<file path="config.mk">
export PLATFORM = sky130hd
export DESIGN_NAME = dslc_core
export DESIGN_NICKNAME = d
export VERILOG_FILES = /design/src/pkg/dslc_pkg.sv /design/src/logic/dslc_core.sv
export VERILOG_INCLUDE_DIRS = /design/src /design/src/pkg
export SDC_FILE = /design/constraint.sdc
export NUM_CORES = 1
export LEC_CHECK = 0
export BUFFER_PORTS_ARGS = -buffer_cell sky130_fd_sc_hd__buf_2
export CELL_PAD_IN_SITES_DETAIL_PLACEMENT = 0
export CELL_PAD_IN_SITES_GLOBAL_PLACEMENT = 1
export CORE_ASPECT_RATIO = 1.2
export CORE_MARGIN = 4
export CORE_UTILIZATION = 45
export CTS_BUF_LIST = sky130_fd_sc_hd__clkbuf_8
export CTS_CLUSTER_SIZE = 30
export DETAILED_ROUTE_END_ITERATION = 8
export PLACE_DENSITY_LB_ADDON = 0.3
export SLEW_MARGIN = 40
export SYNTH_ARGS = -nofsm -noshare
export SYNTH_HDL_FRONTEND = slang
export SYNTH_SLANG_ARGS = --single-unit
</file>
<file path="constraint.sdc">
create_clock -name core_clk_i -period 2.8 [get_ports core_clk_i]
set_clock_uncertainty 0.05 [all_clocks]
set_input_delay 0.28 -clock core_clk_i [delete_from_list [all_inputs] [get_ports core_clk_i]]
set_output_delay 0.28 -clock core_clk_i [all_outputs]
set_load 0.005 [all_outputs]
</file>
<file path="src/pkg/dslc_defines.svh">
// Constants for the serial load control of a 12-bit converter.
// Assumes inclusion by bare name from the package and the design file.
`ifndef DSLC_DEFINES_SVH
`define DSLC_DEFINES_SVH

`define DSLC_FRAME_W      16
`define DSLC_DATA_W       12
`define DSLC_PM_W         2
`define DSLC_CNT_W        5
`define DSLC_FRAME_MSB    15
`define DSLC_FIFO_DEPTH   8
`define DSLC_PM_NORMAL    2'h0
`define DSLC_PM_PD_1K     2'h1
`define DSLC_PM_PD_100K   2'h2
`define DSLC_PM_PD_HIZ    2'h3
`define DSLC_ZERO_CODE    12'h000
`define DSLC_ZERO_FRAME   16'h0000
`define DSLC_ZERO_CNT     5'h00
`define DSLC_ONE_CNT      5'h01
`define DSLC_FULL_CNT     5'h10
`define DSLC_CORE_NS      100
`define DSLC_LINK_NS      800

`endif

</file>
<file path="src/pkg/dslc_pkg.sv">
// Types for the serial load control core; its FIFO uses none of them.
// Assumes dslc_defines.svh on the include path.
`include "dslc_defines.svh"

package dslc_pkg;

	typedef enum logic [`DSLC_PM_W-1:0] {
		DSLC_PM_NORMAL  = `DSLC_PM_NORMAL,
		DSLC_PM_PD_1K   = `DSLC_PM_PD_1K,
		DSLC_PM_PD_100K = `DSLC_PM_PD_100K,
		DSLC_PM_PD_HIZ  = `DSLC_PM_PD_HIZ
	} dslc_pmode_e;

	typedef struct packed {
		logic [1:0]               ignored;
		dslc_pmode_e              power_mode;
		logic [`DSLC_DATA_W-1:0]  data_field;
	} dslc_frame_s;

	typedef enum logic [1:0] {
		DSLC_LINK_IDLE  = 2'h1,
		DSLC_LINK_FRAME = 2'h2
	} dslc_link_e;

endpackage : dslc_pkg

</file>
<file path="src/logic/dslc_core.sv">
// Serial load control of a single 12-bit converter, plus its frame FIFO.
// Assumes one 10 MHz core clock; every link pin is asynchronous to it and
// the link clock runs well below half the core rate.
//
// Behaviour
// RL1: A 16-bit shift register loads each frame under the serial clock.
// RL2: Frame is four control bits then a 12-bit data field in low bits.
// RL3: Bits arrive most significant first, bit 15 down to bit 0.
// RL4: Frame bits 15 and 14 are ignored whatever their value.
// RL5: Data field is unsigned straight binary, zero to full scale minus one.
// RL6: Bits 13:12 choose normal or one of three power-down terminations.
// RL7: Bits are accepted only while the active-low frame select is low.
// RL8: One bit is captured per falling serial clock edge after select falls.
// RL9: Shifting continues past sixteen edges, older bits leaving the register.
// RL10: Rising frame select copies the latest 16 bits to the converter register.
// RL11: At power-up all registers clear and the output sits at zero scale.
// RL12: Low clear input resets all registers and forces zero scale; the code leaves link_reg and serial_out_oe_reg running through clear.
// RL13: After clear releases, the next update is the first select rising edge.
// RL14: Serial output is high impedance while frame select is high.
// RL15: With select low, serial output is the register end, input delayed 16.
// RL16: Host gives 16 times n falling edges for n chained parts, then raises select.
// RL17: Host keeps the serial clock at most 50 MHz alone, 10 MHz chained.
// RL18: While clear is low the converter register holds the all-zero code.
// RL19: Host starts every frame with a falling edge of frame select.
// RL20: A power-down mode persists until a later frame selects normal mode.
`timescale 1ns/1ns
`include "dslc_defines.svh"

module dslc_fifo #(
	parameter int WIDTH = `DSLC_FRAME_W,
	parameter int DEPTH = `DSLC_FIFO_DEPTH
) (
	input  wire logic             core_clk_i,
	input  wire logic             rst_i,
	input  wire logic             flush_i,
	input  wire logic             in_valid_i,
	output logic                  in_ready_o,
	input  wire logic [WIDTH-1:0] in_data_i,
	output logic                  out_valid_o,
	input  wire logic             out_ready_i,
	output logic      [WIDTH-1:0] out_data_o
);
	localparam int AW = $clog2(DEPTH);
	localparam logic [AW:0] DEPTH_C = (AW+1)'(DEPTH);

	logic [WIDTH-1:0] mem [DEPTH];
	logic [AW-1:0]    wr_ptr_reg;
	logic [AW-1:0]    rd_ptr_reg;
	logic [AW:0]      count_reg;
	logic [AW:0]      count_next;
	wire              push;
	wire              pop;

	assign in_ready_o  = (count_reg != DEPTH_C);
	assign out_valid_o = (count_reg != '0);
	assign push        = in_valid_i && in_ready_o;
	assign pop         = out_valid_o && out_ready_i;
	assign out_data_o  = mem[rd_ptr_reg];
	assign count_next  = count_reg + (AW+1)'(push) - (AW+1)'(pop);

	function automatic logic [AW-1:0] ptr_inc(input logic [AW-1:0] p);
		ptr_inc = (p == AW'(DEPTH - 1)) ? '0 : p + AW'(1);
	endfunction : ptr_inc

	always_ff @(posedge core_clk_i) begin
		if (push) begin
			mem[wr_ptr_reg] <= in_data_i;
		end
	end

	always_ff @(posedge core_clk_i) begin
		if (rst_i || flush_i) begin
			wr_ptr_reg <= '0;
			rd_ptr_reg <= '0;
			count_reg  <= '0;
		end else begin
			if (push) begin
				wr_ptr_reg <= ptr_inc(wr_ptr_reg);
			end
			if (pop) begin
				rd_ptr_reg <= ptr_inc(rd_ptr_reg);
			end
			count_reg <= count_next;
		end
	end

	fifo_bound_a: assert property (@(posedge core_clk_i) disable iff (rst_i)
		count_reg <= DEPTH_C)
		else $error("fifo count beyond depth");

endmodule : dslc_fifo

module dslc_core (
	input  wire logic                    core_clk_i,
	input  wire logic                    rst_i,
	input  wire logic                    serial_clk_i,
	input  wire logic                    frame_sel_n_i,
	input  wire logic                    serial_in_i,
	input  wire logic                    async_clear_n_i,
	input  wire logic                    conv_ready_i,
	output logic                         serial_out_o,
	output logic                         serial_out_oe_o,
	output logic                         frame_ready_o,
	output logic [`DSLC_DATA_W-1:0]      dac_code_o,
	output dslc_pkg::dslc_pmode_e        power_mode_o,
	output logic                         update_o
);
	// Link clock period in the bench, against the core period
	localparam int LINK_OVERSAMPLE = `DSLC_LINK_NS / `DSLC_CORE_NS;

	// Two-flop synchronisers, plus a third stage only for edge finding
	logic [2:0] sclk_sync_reg;
	logic [1:0] sel_sync_reg;
	logic [1:0] sin_sync_reg;
	logic [1:0] clear_sync_reg;

	logic [`DSLC_FRAME_W-1:0] shift_reg;
	logic [`DSLC_FRAME_W-1:0] shift_next;
	logic [`DSLC_CNT_W-1:0]   bit_cnt_reg;
	logic [`DSLC_CNT_W-1:0]   bit_cnt_next;
	logic                     serial_out_oe_reg;
	logic [`DSLC_DATA_W-1:0]  code_reg;
	dslc_pkg::dslc_pmode_e    pmode_reg;
	logic                     update_reg;
	dslc_pkg::dslc_link_e     link_reg;
	dslc_pkg::dslc_link_e     link_next;

	wire                      sclk_fall;
	wire                      sel_low;
	wire                      clear_active;
	wire                      sin_s;
	wire                      shift_en;
	wire                      sel_rise;
	wire                      push_valid;
	wire                      push_ready;
	wire                      pop_valid;
	wire                      pop;
	wire                      pop_normal;
	wire [`DSLC_FRAME_W-1:0]  pop_raw;
	dslc_pkg::dslc_frame_s    pop_frame;

	function automatic logic mode_is_normal(input dslc_pkg::dslc_pmode_e m);
		mode_is_normal = (m == dslc_pkg::DSLC_PM_NORMAL);
	endfunction : mode_is_normal

	always_ff @(posedge core_clk_i) begin
		if (rst_i) begin
			sclk_sync_reg  <= 3'h7;
			sel_sync_reg   <= 2'h3;
			sin_sync_reg   <= 2'h0;
			clear_sync_reg <= 2'h3;
		end else begin
			sclk_sync_reg  <= {sclk_sync_reg[1:0], serial_clk_i};
			sel_sync_reg   <= {sel_sync_reg[0], frame_sel_n_i};
			sin_sync_reg   <= {sin_sync_reg[0], serial_in_i};
			clear_sync_reg <= {clear_sync_reg[0], async_clear_n_i};
		end
	end

	assign sclk_fall    = sclk_sync_reg[2] && !sclk_sync_reg[1];
	assign sel_low      = !sel_sync_reg[1];
	assign clear_active = !clear_sync_reg[1];
	assign sin_s        = sin_sync_reg[1];

	// Frame tracking follows the select even during clear, so a frame
	// that spans the clear release still latches at its rising edge
	always_comb begin
		link_next = link_reg;
		unique case (link_reg)
			dslc_pkg::DSLC_LINK_IDLE: begin
				if (sel_low) begin
					link_next = dslc_pkg::DSLC_LINK_FRAME; // see RL19
				end
			end
			dslc_pkg::DSLC_LINK_FRAME: begin
				if (!sel_low) begin
					link_next = dslc_pkg::DSLC_LINK_IDLE;
				end
			end
			default: begin
				link_next = dslc_pkg::DSLC_LINK_IDLE;
			end
		endcase
	end

	assign shift_en = (link_reg == dslc_pkg::DSLC_LINK_FRAME) && sel_low
		&& sclk_fall; // see RL7
	assign sel_rise = (link_reg == dslc_pkg::DSLC_LINK_FRAME) && !sel_low;

	// Msb first: each new bit enters at bit 0, oldest falls out of bit 15
	assign shift_next = shift_en ? {shift_reg[`DSLC_FRAME_MSB-1:0], sin_s}
		: shift_reg; // see RL1 see RL3 see RL8 see RL9
	assign bit_cnt_next = sel_rise ? `DSLC_ZERO_CNT
		: (shift_en && bit_cnt_reg != `DSLC_FULL_CNT) ? bit_cnt_reg + `DSLC_ONE_CNT
		: bit_cnt_reg;

	always_ff @(posedge core_clk_i) begin
		if (rst_i) begin
			link_reg <= dslc_pkg::DSLC_LINK_IDLE;
		end else begin
			link_reg <= link_next;
		end
	end

	always_ff @(posedge core_clk_i) begin
		if (rst_i || clear_active) begin
			shift_reg   <= `DSLC_ZERO_FRAME; // see RL11 see RL12
			bit_cnt_reg <= `DSLC_ZERO_CNT;
		end else begin
			shift_reg   <= shift_next;
			bit_cnt_reg <= bit_cnt_next;
		end
	end

	// Output enable is a flop so the pin never glitches on decode
	always_ff @(posedge core_clk_i) begin
		if (rst_i) begin
			serial_out_oe_reg <= 1'b0;
		end else begin
			serial_out_oe_reg <= sel_low; // see RL14
		end
	end

	assign serial_out_o    = shift_reg[`DSLC_FRAME_MSB]; // see RL15
	assign serial_out_oe_o = serial_out_oe_reg;

	// Latched frames queue here; a full queue drops the frame and shows
	// it on frame_ready_o rather than stalling the pins we cannot stall
	assign push_valid    = sel_rise && !clear_active; // see RL10 see RL13
	assign frame_ready_o = push_ready;

	dslc_fifo #(
		.WIDTH (`DSLC_FRAME_W),
		.DEPTH (`DSLC_FIFO_DEPTH)
	) u_fifo (
		.core_clk_i  (core_clk_i),
		.rst_i       (rst_i),
		.flush_i     (clear_active),
		.in_valid_i  (push_valid),
		.in_ready_o  (push_ready),
		.in_data_i   (shift_reg),
		.out_valid_o (pop_valid),
		.out_ready_i (conv_ready_i),
		.out_data_o  (pop_raw)
	);

	assign pop        = pop_valid && conv_ready_i;
	assign pop_frame  = dslc_pkg::dslc_frame_s'(pop_raw);
	assign pop_normal = mode_is_normal(pop_frame.power_mode);

	// Bits 15:14 never reach any register below
	always_ff @(posedge core_clk_i) begin
		if (rst_i || clear_active) begin
			code_reg   <= `DSLC_ZERO_CODE; // see RL11 see RL12 see RL18
			pmode_reg  <= dslc_pkg::DSLC_PM_NORMAL;
			update_reg <= 1'b0;
		end else begin
			update_reg <= pop;
			if (pop) begin
				pmode_reg <= pop_frame.power_mode; // see RL6 see RL20
				if (pop_normal) begin
					code_reg <= pop_frame.data_field; // see RL2 see RL4 see RL5
				end
			end
		end
	end

	assign dac_code_o   = code_reg;
	assign power_mode_o = pmode_reg;
	assign update_o     = update_reg;

	shift_on_fall_a: assert property (@(posedge core_clk_i) disable iff (rst_i) // see RL8
		shift_en && !clear_active
		|=> shift_reg == {$past(shift_reg[`DSLC_FRAME_MSB-1:0]), $past(sin_s)})
		else $error("bit not shifted in on falling serial clock");

	hold_when_idle_a: assert property (@(posedge core_clk_i) disable iff (rst_i) // see RL7
		!sel_low && !clear_active && !$past(sel_low) |=> $stable(shift_reg))
		else $error("shift register moved while select high");

	count_saturate_a: assert property (@(posedge core_clk_i) disable iff (rst_i) // see RL9
		bit_cnt_reg == `DSLC_FULL_CNT && shift_en && !clear_active
		|=> bit_cnt_reg == `DSLC_FULL_CNT && shift_reg[0] == $past(sin_s))
		else $error("shifting stopped after sixteen edges");

	latch_on_rise_a: assert property (@(posedge core_clk_i) disable iff (rst_i) // see RL10
		$fell(sel_low) && !clear_active && !pop_valid
		|=> pop_valid && pop_raw == $past(shift_reg))
		else $error("rising select did not latch the frame");

	out_hiz_a: assert property (@(posedge core_clk_i) disable iff (rst_i) // see RL14
		!sel_low ##1 !sel_low |-> !serial_out_oe_o)
		else $error("serial output driven while select high");

	out_delay_a: assert property (@(posedge core_clk_i) disable iff (rst_i) // see RL15
		shift_en && !clear_active
		|=> serial_out_o == $past(shift_reg[`DSLC_FRAME_MSB-1]))
		else $error("serial output not the register end");

	clear_zero_a: assert property (@(posedge core_clk_i) disable iff (rst_i) // see RL18
		clear_active |=> dac_code_o == `DSLC_ZERO_CODE
			&& power_mode_o == dslc_pkg::DSLC_PM_NORMAL && !update_o)
		else $error("clear did not force zero scale");

	normal_load_a: assert property (@(posedge core_clk_i) disable iff (rst_i) // see RL5
		pop && pop_normal && !clear_active |=> update_o
			&& dac_code_o == $past(pop_raw[`DSLC_DATA_W-1:0]))
		else $error("normal frame data not loaded");

	pd_keeps_code_a: assert property (@(posedge core_clk_i) disable iff (rst_i) // see RL20
		pop && !pop_normal && !clear_active |=> $stable(dac_code_o)
			&& power_mode_o == $past(pop_frame.power_mode))
		else $error("power-down frame disturbed the code");

	link_onehot_a: assert property (@(posedge core_clk_i) disable iff (rst_i)
		$onehot(link_reg) && LINK_OVERSAMPLE > 2)
		else $error("link state not one-hot");

endmodule : dslc_core

</file>
**Word level (Yosys, flattened, before mapping)**

Memories as Yosys holds them, arrays and structs flattened. A register that Yosys moved wholly into a read port is not among the register bits.
Cells that the tools add are included.

- RAM bits: 128
- Bits in registers: 53
- Output and inout port bits: 18
- Input port bits: 7
- Memories: 1

- Reduce and logical (&&, ||, !) cells: 15
- Muxes and demuxes: 9
- Equal/unequal tests: 7
- Add/subtract/negate cells: 4

Memories:

| name | depth | bits a word | rd ports | clocked after Yosys merged registers in | write ports | line | RTL |
|---|---|---|---|---|---|---|---|
| u_fifo.mem | 8 | 16 | 1 | 1 | 1 | dslc_core.sv:46 | `logic [WIDTH-1:0] mem [DEPTH];` |

Operator list:

| kind | count |
|---|---|
| 3-bit 2-to-1 mux | 4 |
| 1-bit logical AND | 7 |
| 3-bit by 1-bit adder with 3-bit output (second input constant) | 2 |
| 3-bit equality test (second input constant) | 2 |
| 4-bit by 1-bit adder with 4-bit output | 1 |
| 2-bit 2-to-1 mux | 2 |
| 2-bit != test (second input constant) | 2 |
| 4-bit != test (second input constant) | 1 |
| 2-bit case mux with 2 select lines | 1 |
| 2-bit AND reduction | 2 |
| 4-bit nonzero test | 1 |
| 4-bit by 1-bit subtractor with 4-bit output | 1 |
| 1-bit logical NOT | 3 |
| 2-bit by 1-bit equality test with 1-bit output (second input constant) | 1 |
| 2-bit equality test (second input constant) | 1 |
| 2-bit logical NOT | 1 |
| 1-bit 2-to-1 mux | 2 |
| 1-bit logical OR | 1 |

**Logic depth before layout (Yosys ltp)**

- Word-level depth: 6
- Depth in mapped cells: 11

**Modules after synthesis**

Synthesis repeated with hierarchy kept, for this count alone.

- Cells, all modules: 414
- Area, all modules: 7094.3 um2

By module, submodules not included:

| module | instances | cells each | sequential area each (um2) | area each (um2) |
|---|---|---|---|---|
| dslc_fifo | 1 | 263 | 4103.9 | 5609.1 |
| dslc_core | 1 | 151 | 860.8 | 1485.2 |

**Least setup slack after synthesis**

Ideal clock, no wire load.

- Kind: register to register
- From: reg u_fifo.count_reg[2]
- To: mem u_fifo.mem[4][0] (netlist bit), enable pin
- Setup time: 0.427 ns
- Slack: -0.234 ns
- Stages on the path, launching flop included: 6
- Arrival time: 2.558 ns
- Buffers on the path: 1
- Data required time: 2.323 ns
- Cells stage by stage: dfxtp_1 > inv_1 > ha_1 > a211o_1 > clkbuf_1 > nor4b_1

- Cells in the longest elaborated chain, start to end: 4

RTL lines:

| element | line | RTL |
|---|---|---|
| start, declared | dslc_core.sv:49 | `logic [AW:0] count_reg;` |
| start signal, assigned | dslc_core.sv:83 | `count_reg <= count_next;` |
| 4-bit != test | dslc_core.sv:54 | `assign in_ready_o = (count_reg != DEPTH_C);` |
| 1-bit logical AND | dslc_core.sv:56 | `assign push = in_valid_i && in_ready_o;` |
| 1-bit 2-to-1 mux | dslc_core.sv:66 | `if (push) begin` |
| 1-bit 2-to-1 mux (not written as such) | dslc_core.sv:67 | `mem[wr_ptr_reg] <= in_data_i;` |
| end, declared | dslc_core.sv:46 |  |

Every way passes these cells.

**Final worst setup path**

- From: reg u_fifo.count_reg[2]
- To: mem u_fifo.mem[6][4] (netlist bit), enable pin

The elaborated chain is that of the path after synthesis.

==> flow_summary.ini <==
[outcome]
status = complete, no violations

[routing]
routedWlPerCell_um = 18.6
drtPass1Iterations = 4
via_per_inst = 5.19
drcViolationCount = 0
drt_wl_total_mm = 12.1
vias = 3391
drtIter0Drc = 167
ant_nets = 0

[final_layout]
final_cells = 653
n_antenna_cell = 0
largest_reg_flops = 112
layout.nets = 487
syn_to_final_growth_pct = 14.2
drive_above_1_share = 0.201
fin_area_um2 = 7300

[floorplan]
fp.dieH_um = 139
core_area_um2 = 13900
num_rows = 47
io_pins = 25
dieArea_um2 = 16200
die_x_um = 117
start_util = 0.460

[critical_path]
crit_arrival_ns = 2.35
slowest_delay_ns = 0.61
end_kind = flip-flop
crit_chain = inv_1 -> ha_1 -> a211o_1 -> nor3_2 -> buf_4
path_delay_family = simple AND/OR/NAND/NOR gates
startpoint = u_fifo.count_reg[2]$_SDFF_PP0_
r2r_start = u_fifo.count_reg[2]$_SDFF_PP0_
crit_slowest_cell = nor3_2
regToRegSetupSlack_ns = 0.55
critical_path.startpoint_type = flip-flop
crit_type = flip-flop to flip-flop
critPathRequiredTime_ns = 2.90
crit_buf_inv = 2
crit_fanout = 9

[placed_design]
place_inst = 617
port_buffers = 24
place_area_um2 = 6840
place_congestion = 0.808
hpwlAfterDp_mm = 7.88

[timing]
setup_viol = 0
max_freq_mhz = 444
period_share = 0.805
tightest_slew_ns = 0.795
fin_crit_ns = 2.25
hold_viol = 0
drv_slew = 0
slew_headroom = 0.470
rsz0062_at_grt = no

[clock_network]
cts_resized = 0
clock_sinks = 168
clock_path_buffers = 2
cts_root_buffer = clkbuf_8
clkSlewWorstSetupHoldPaths_ns = 0.08
htreeDepth = 4
cts_tree = built
cts_made_buffers = 17
clock_latency_ns = 0.45

[logic_synthesis]
synth-edff-count = 112
yosys_warnings = 0
synthesis.area_per_instance_um2 = 15.0
ys_seq_area_frac = 0.702
ys_ff_latch = 168
async_reset_ff_frac = 0
netlist-cell-type-count = 36
syn_area_um2 = 6390
synth_nets = 443
synth_top_family_by_area = multiplexers
synthAdderAreaFrac = 0.0227
synthMuxAreaShare = 0.141
yosys.area.top_type_share = 0.526
syn_inst = 425
ys_top_cells_by_area = edfxtp_1, dfxtp_1, mux2i_1, a22oi_1, ha_1
synth-xor-area-share = 0.00411
yosysTopAreaCell = edfxtp_1
synthSimpleGateAreaFrac = 0.0674
synth-compound-area-share = 0.0425
synth_ff_type = edfxtp_1

[global_routing]
antenna_found_initial = 0
grt_pass1_wl_mm = 19.2
grtUsageTotal = 0.161
overflow = 0
grt_pass1_vias = 3490
grt_max_degree = 48

[power_and_ir_drop]
power_frac_clock = 0.338
p_comb_frac = 0.137
vdd_drop_max_uv = 452
p_int_mw = 3.93
switching_share = 0.241
p_sw_mw = 1.25
leakagePower_nw = 2.60
seqPwrFrac = 0.525
power_density_nw_per_um2 = 710

[job]
drv_cap = 0

[worst_hold_path]
min_from = rst_i
hp-class = primary input to flip-flop
[cells in the mapped netlist (all sizes together) (2+ instances only)]
cell type and number:
and2 4, or2 8, xor2 2, mux2i 84, clkbuf 11, nor2b 5, mux4 2, inv 9
nor4b 3, a21oi 5, a22o 2, nand3 12, nor3b 2, dfxtp 56, ha 10, nor2 28
nor3 2, buf 11, nand2b 2, a22oi 24, nand2 20, edfxtp 112
[power by group through the flow]
| stage | Sequential (mW) | Clock [mW] | Combinational, mW |
|---|---|---|---|
| detailed placement | 2.78 | 0 | 0.716 |
| global placement | 2.78 | 0 | 0.707 |
| floorplan | 2.75 | 0 | 0.575 |
| finish | 2.72 | 1.75 | 0.709 |
| global route | 2.73 | 1.90 | 0.796 |
| CTS | 2.72 | 1.80 | 0.724 |
[final cells by class]
cell class	instances	area [µm²]
fillers	1184	6580
flip-flops and latches	168	4490
multi-input cells	226	1830
repair buffers	47	315
clock buffers	19	262
well taps	171	214
clock inverters	13	156
inverters	9	33.8
[per-stage QoR]
| stage | TNS, ns | hold WS, ns | util | setup WS, ns | power, mW |
|---|---|---|---|---|---|
| after CTS | 0 | 0.0539 | 0.526 | 0.503 | 5.24 |
| after floorplan | -0.0616 | 0.334 | - | -0.00440 | 3.33 |
| after global routing | 0 | 0.0665 | 0.526 | 0.411 | 5.42 |
| after global placement | 0 | 0.341 | 0.492 | 0.560 | 3.48 |
| final | 0 | 0.0758 | 0.526 | 0.546 | 5.18 |
| after detailed placement | 0 | 0.347 | 0.493 | 0.524 | 3.49 |
[routing by layer]
| metal | global-route usage | wire (µm) |
|---|---|---|
| met3 | 0.0397 | 493 |
| met4 | 0.0537 | 135 |
| met2 | 0.278 | 6590 |
| met5 | 0 | 0 |
| met1 | 0.194 | 4900 |
[final timing paths]
kind                                               endpoint  depth (start not counted)
worst min register to register  sclk_sync_reg[1]$_SDFF_PP1_                          1
worst max register to register   u_fifo.mem[6][4]$_DFFE_PP_                          5
worst min-delay path             sin_sync_reg[0]$_SDFF_PP0_                          2
worst max-delay path             u_fifo.mem[6][4]$_DFFE_PP_                          5
[placed cells by master (no fill, tap or decap), drive strengths merged, types with 3 or more instances in the layout]
cell           n
mux2i         84
clkbuf        19
bufinv         3
ha            10
dlygate4sd3    4
a21oi          5
nor2b          5
nand3         12
clkinv         5
nand2         20
a22oi         24
edfxtp       112
dfxtp         56
clkinvlp       3
inv           11
nor2          28
or2            8
buf           43
nor4b          3
and2           4
[cells by family after synthesis]
group,Yosys count
adder cells (fa/ha/maj),11
buffers and inverters,31
AO/OA/AOI/OAI,37
XOR/XNOR,3
AND/OR/NAND/NOR,89
flip-flops,168
multiplexers,86
[what timing repair did]
item | in CTS | in global routing
hold endpoints to repair | 4 | 0
hold buffers | 4 | 0
buffers inserted | 0 | 0
No activity file was read; power rests on OpenSTA's default activity.
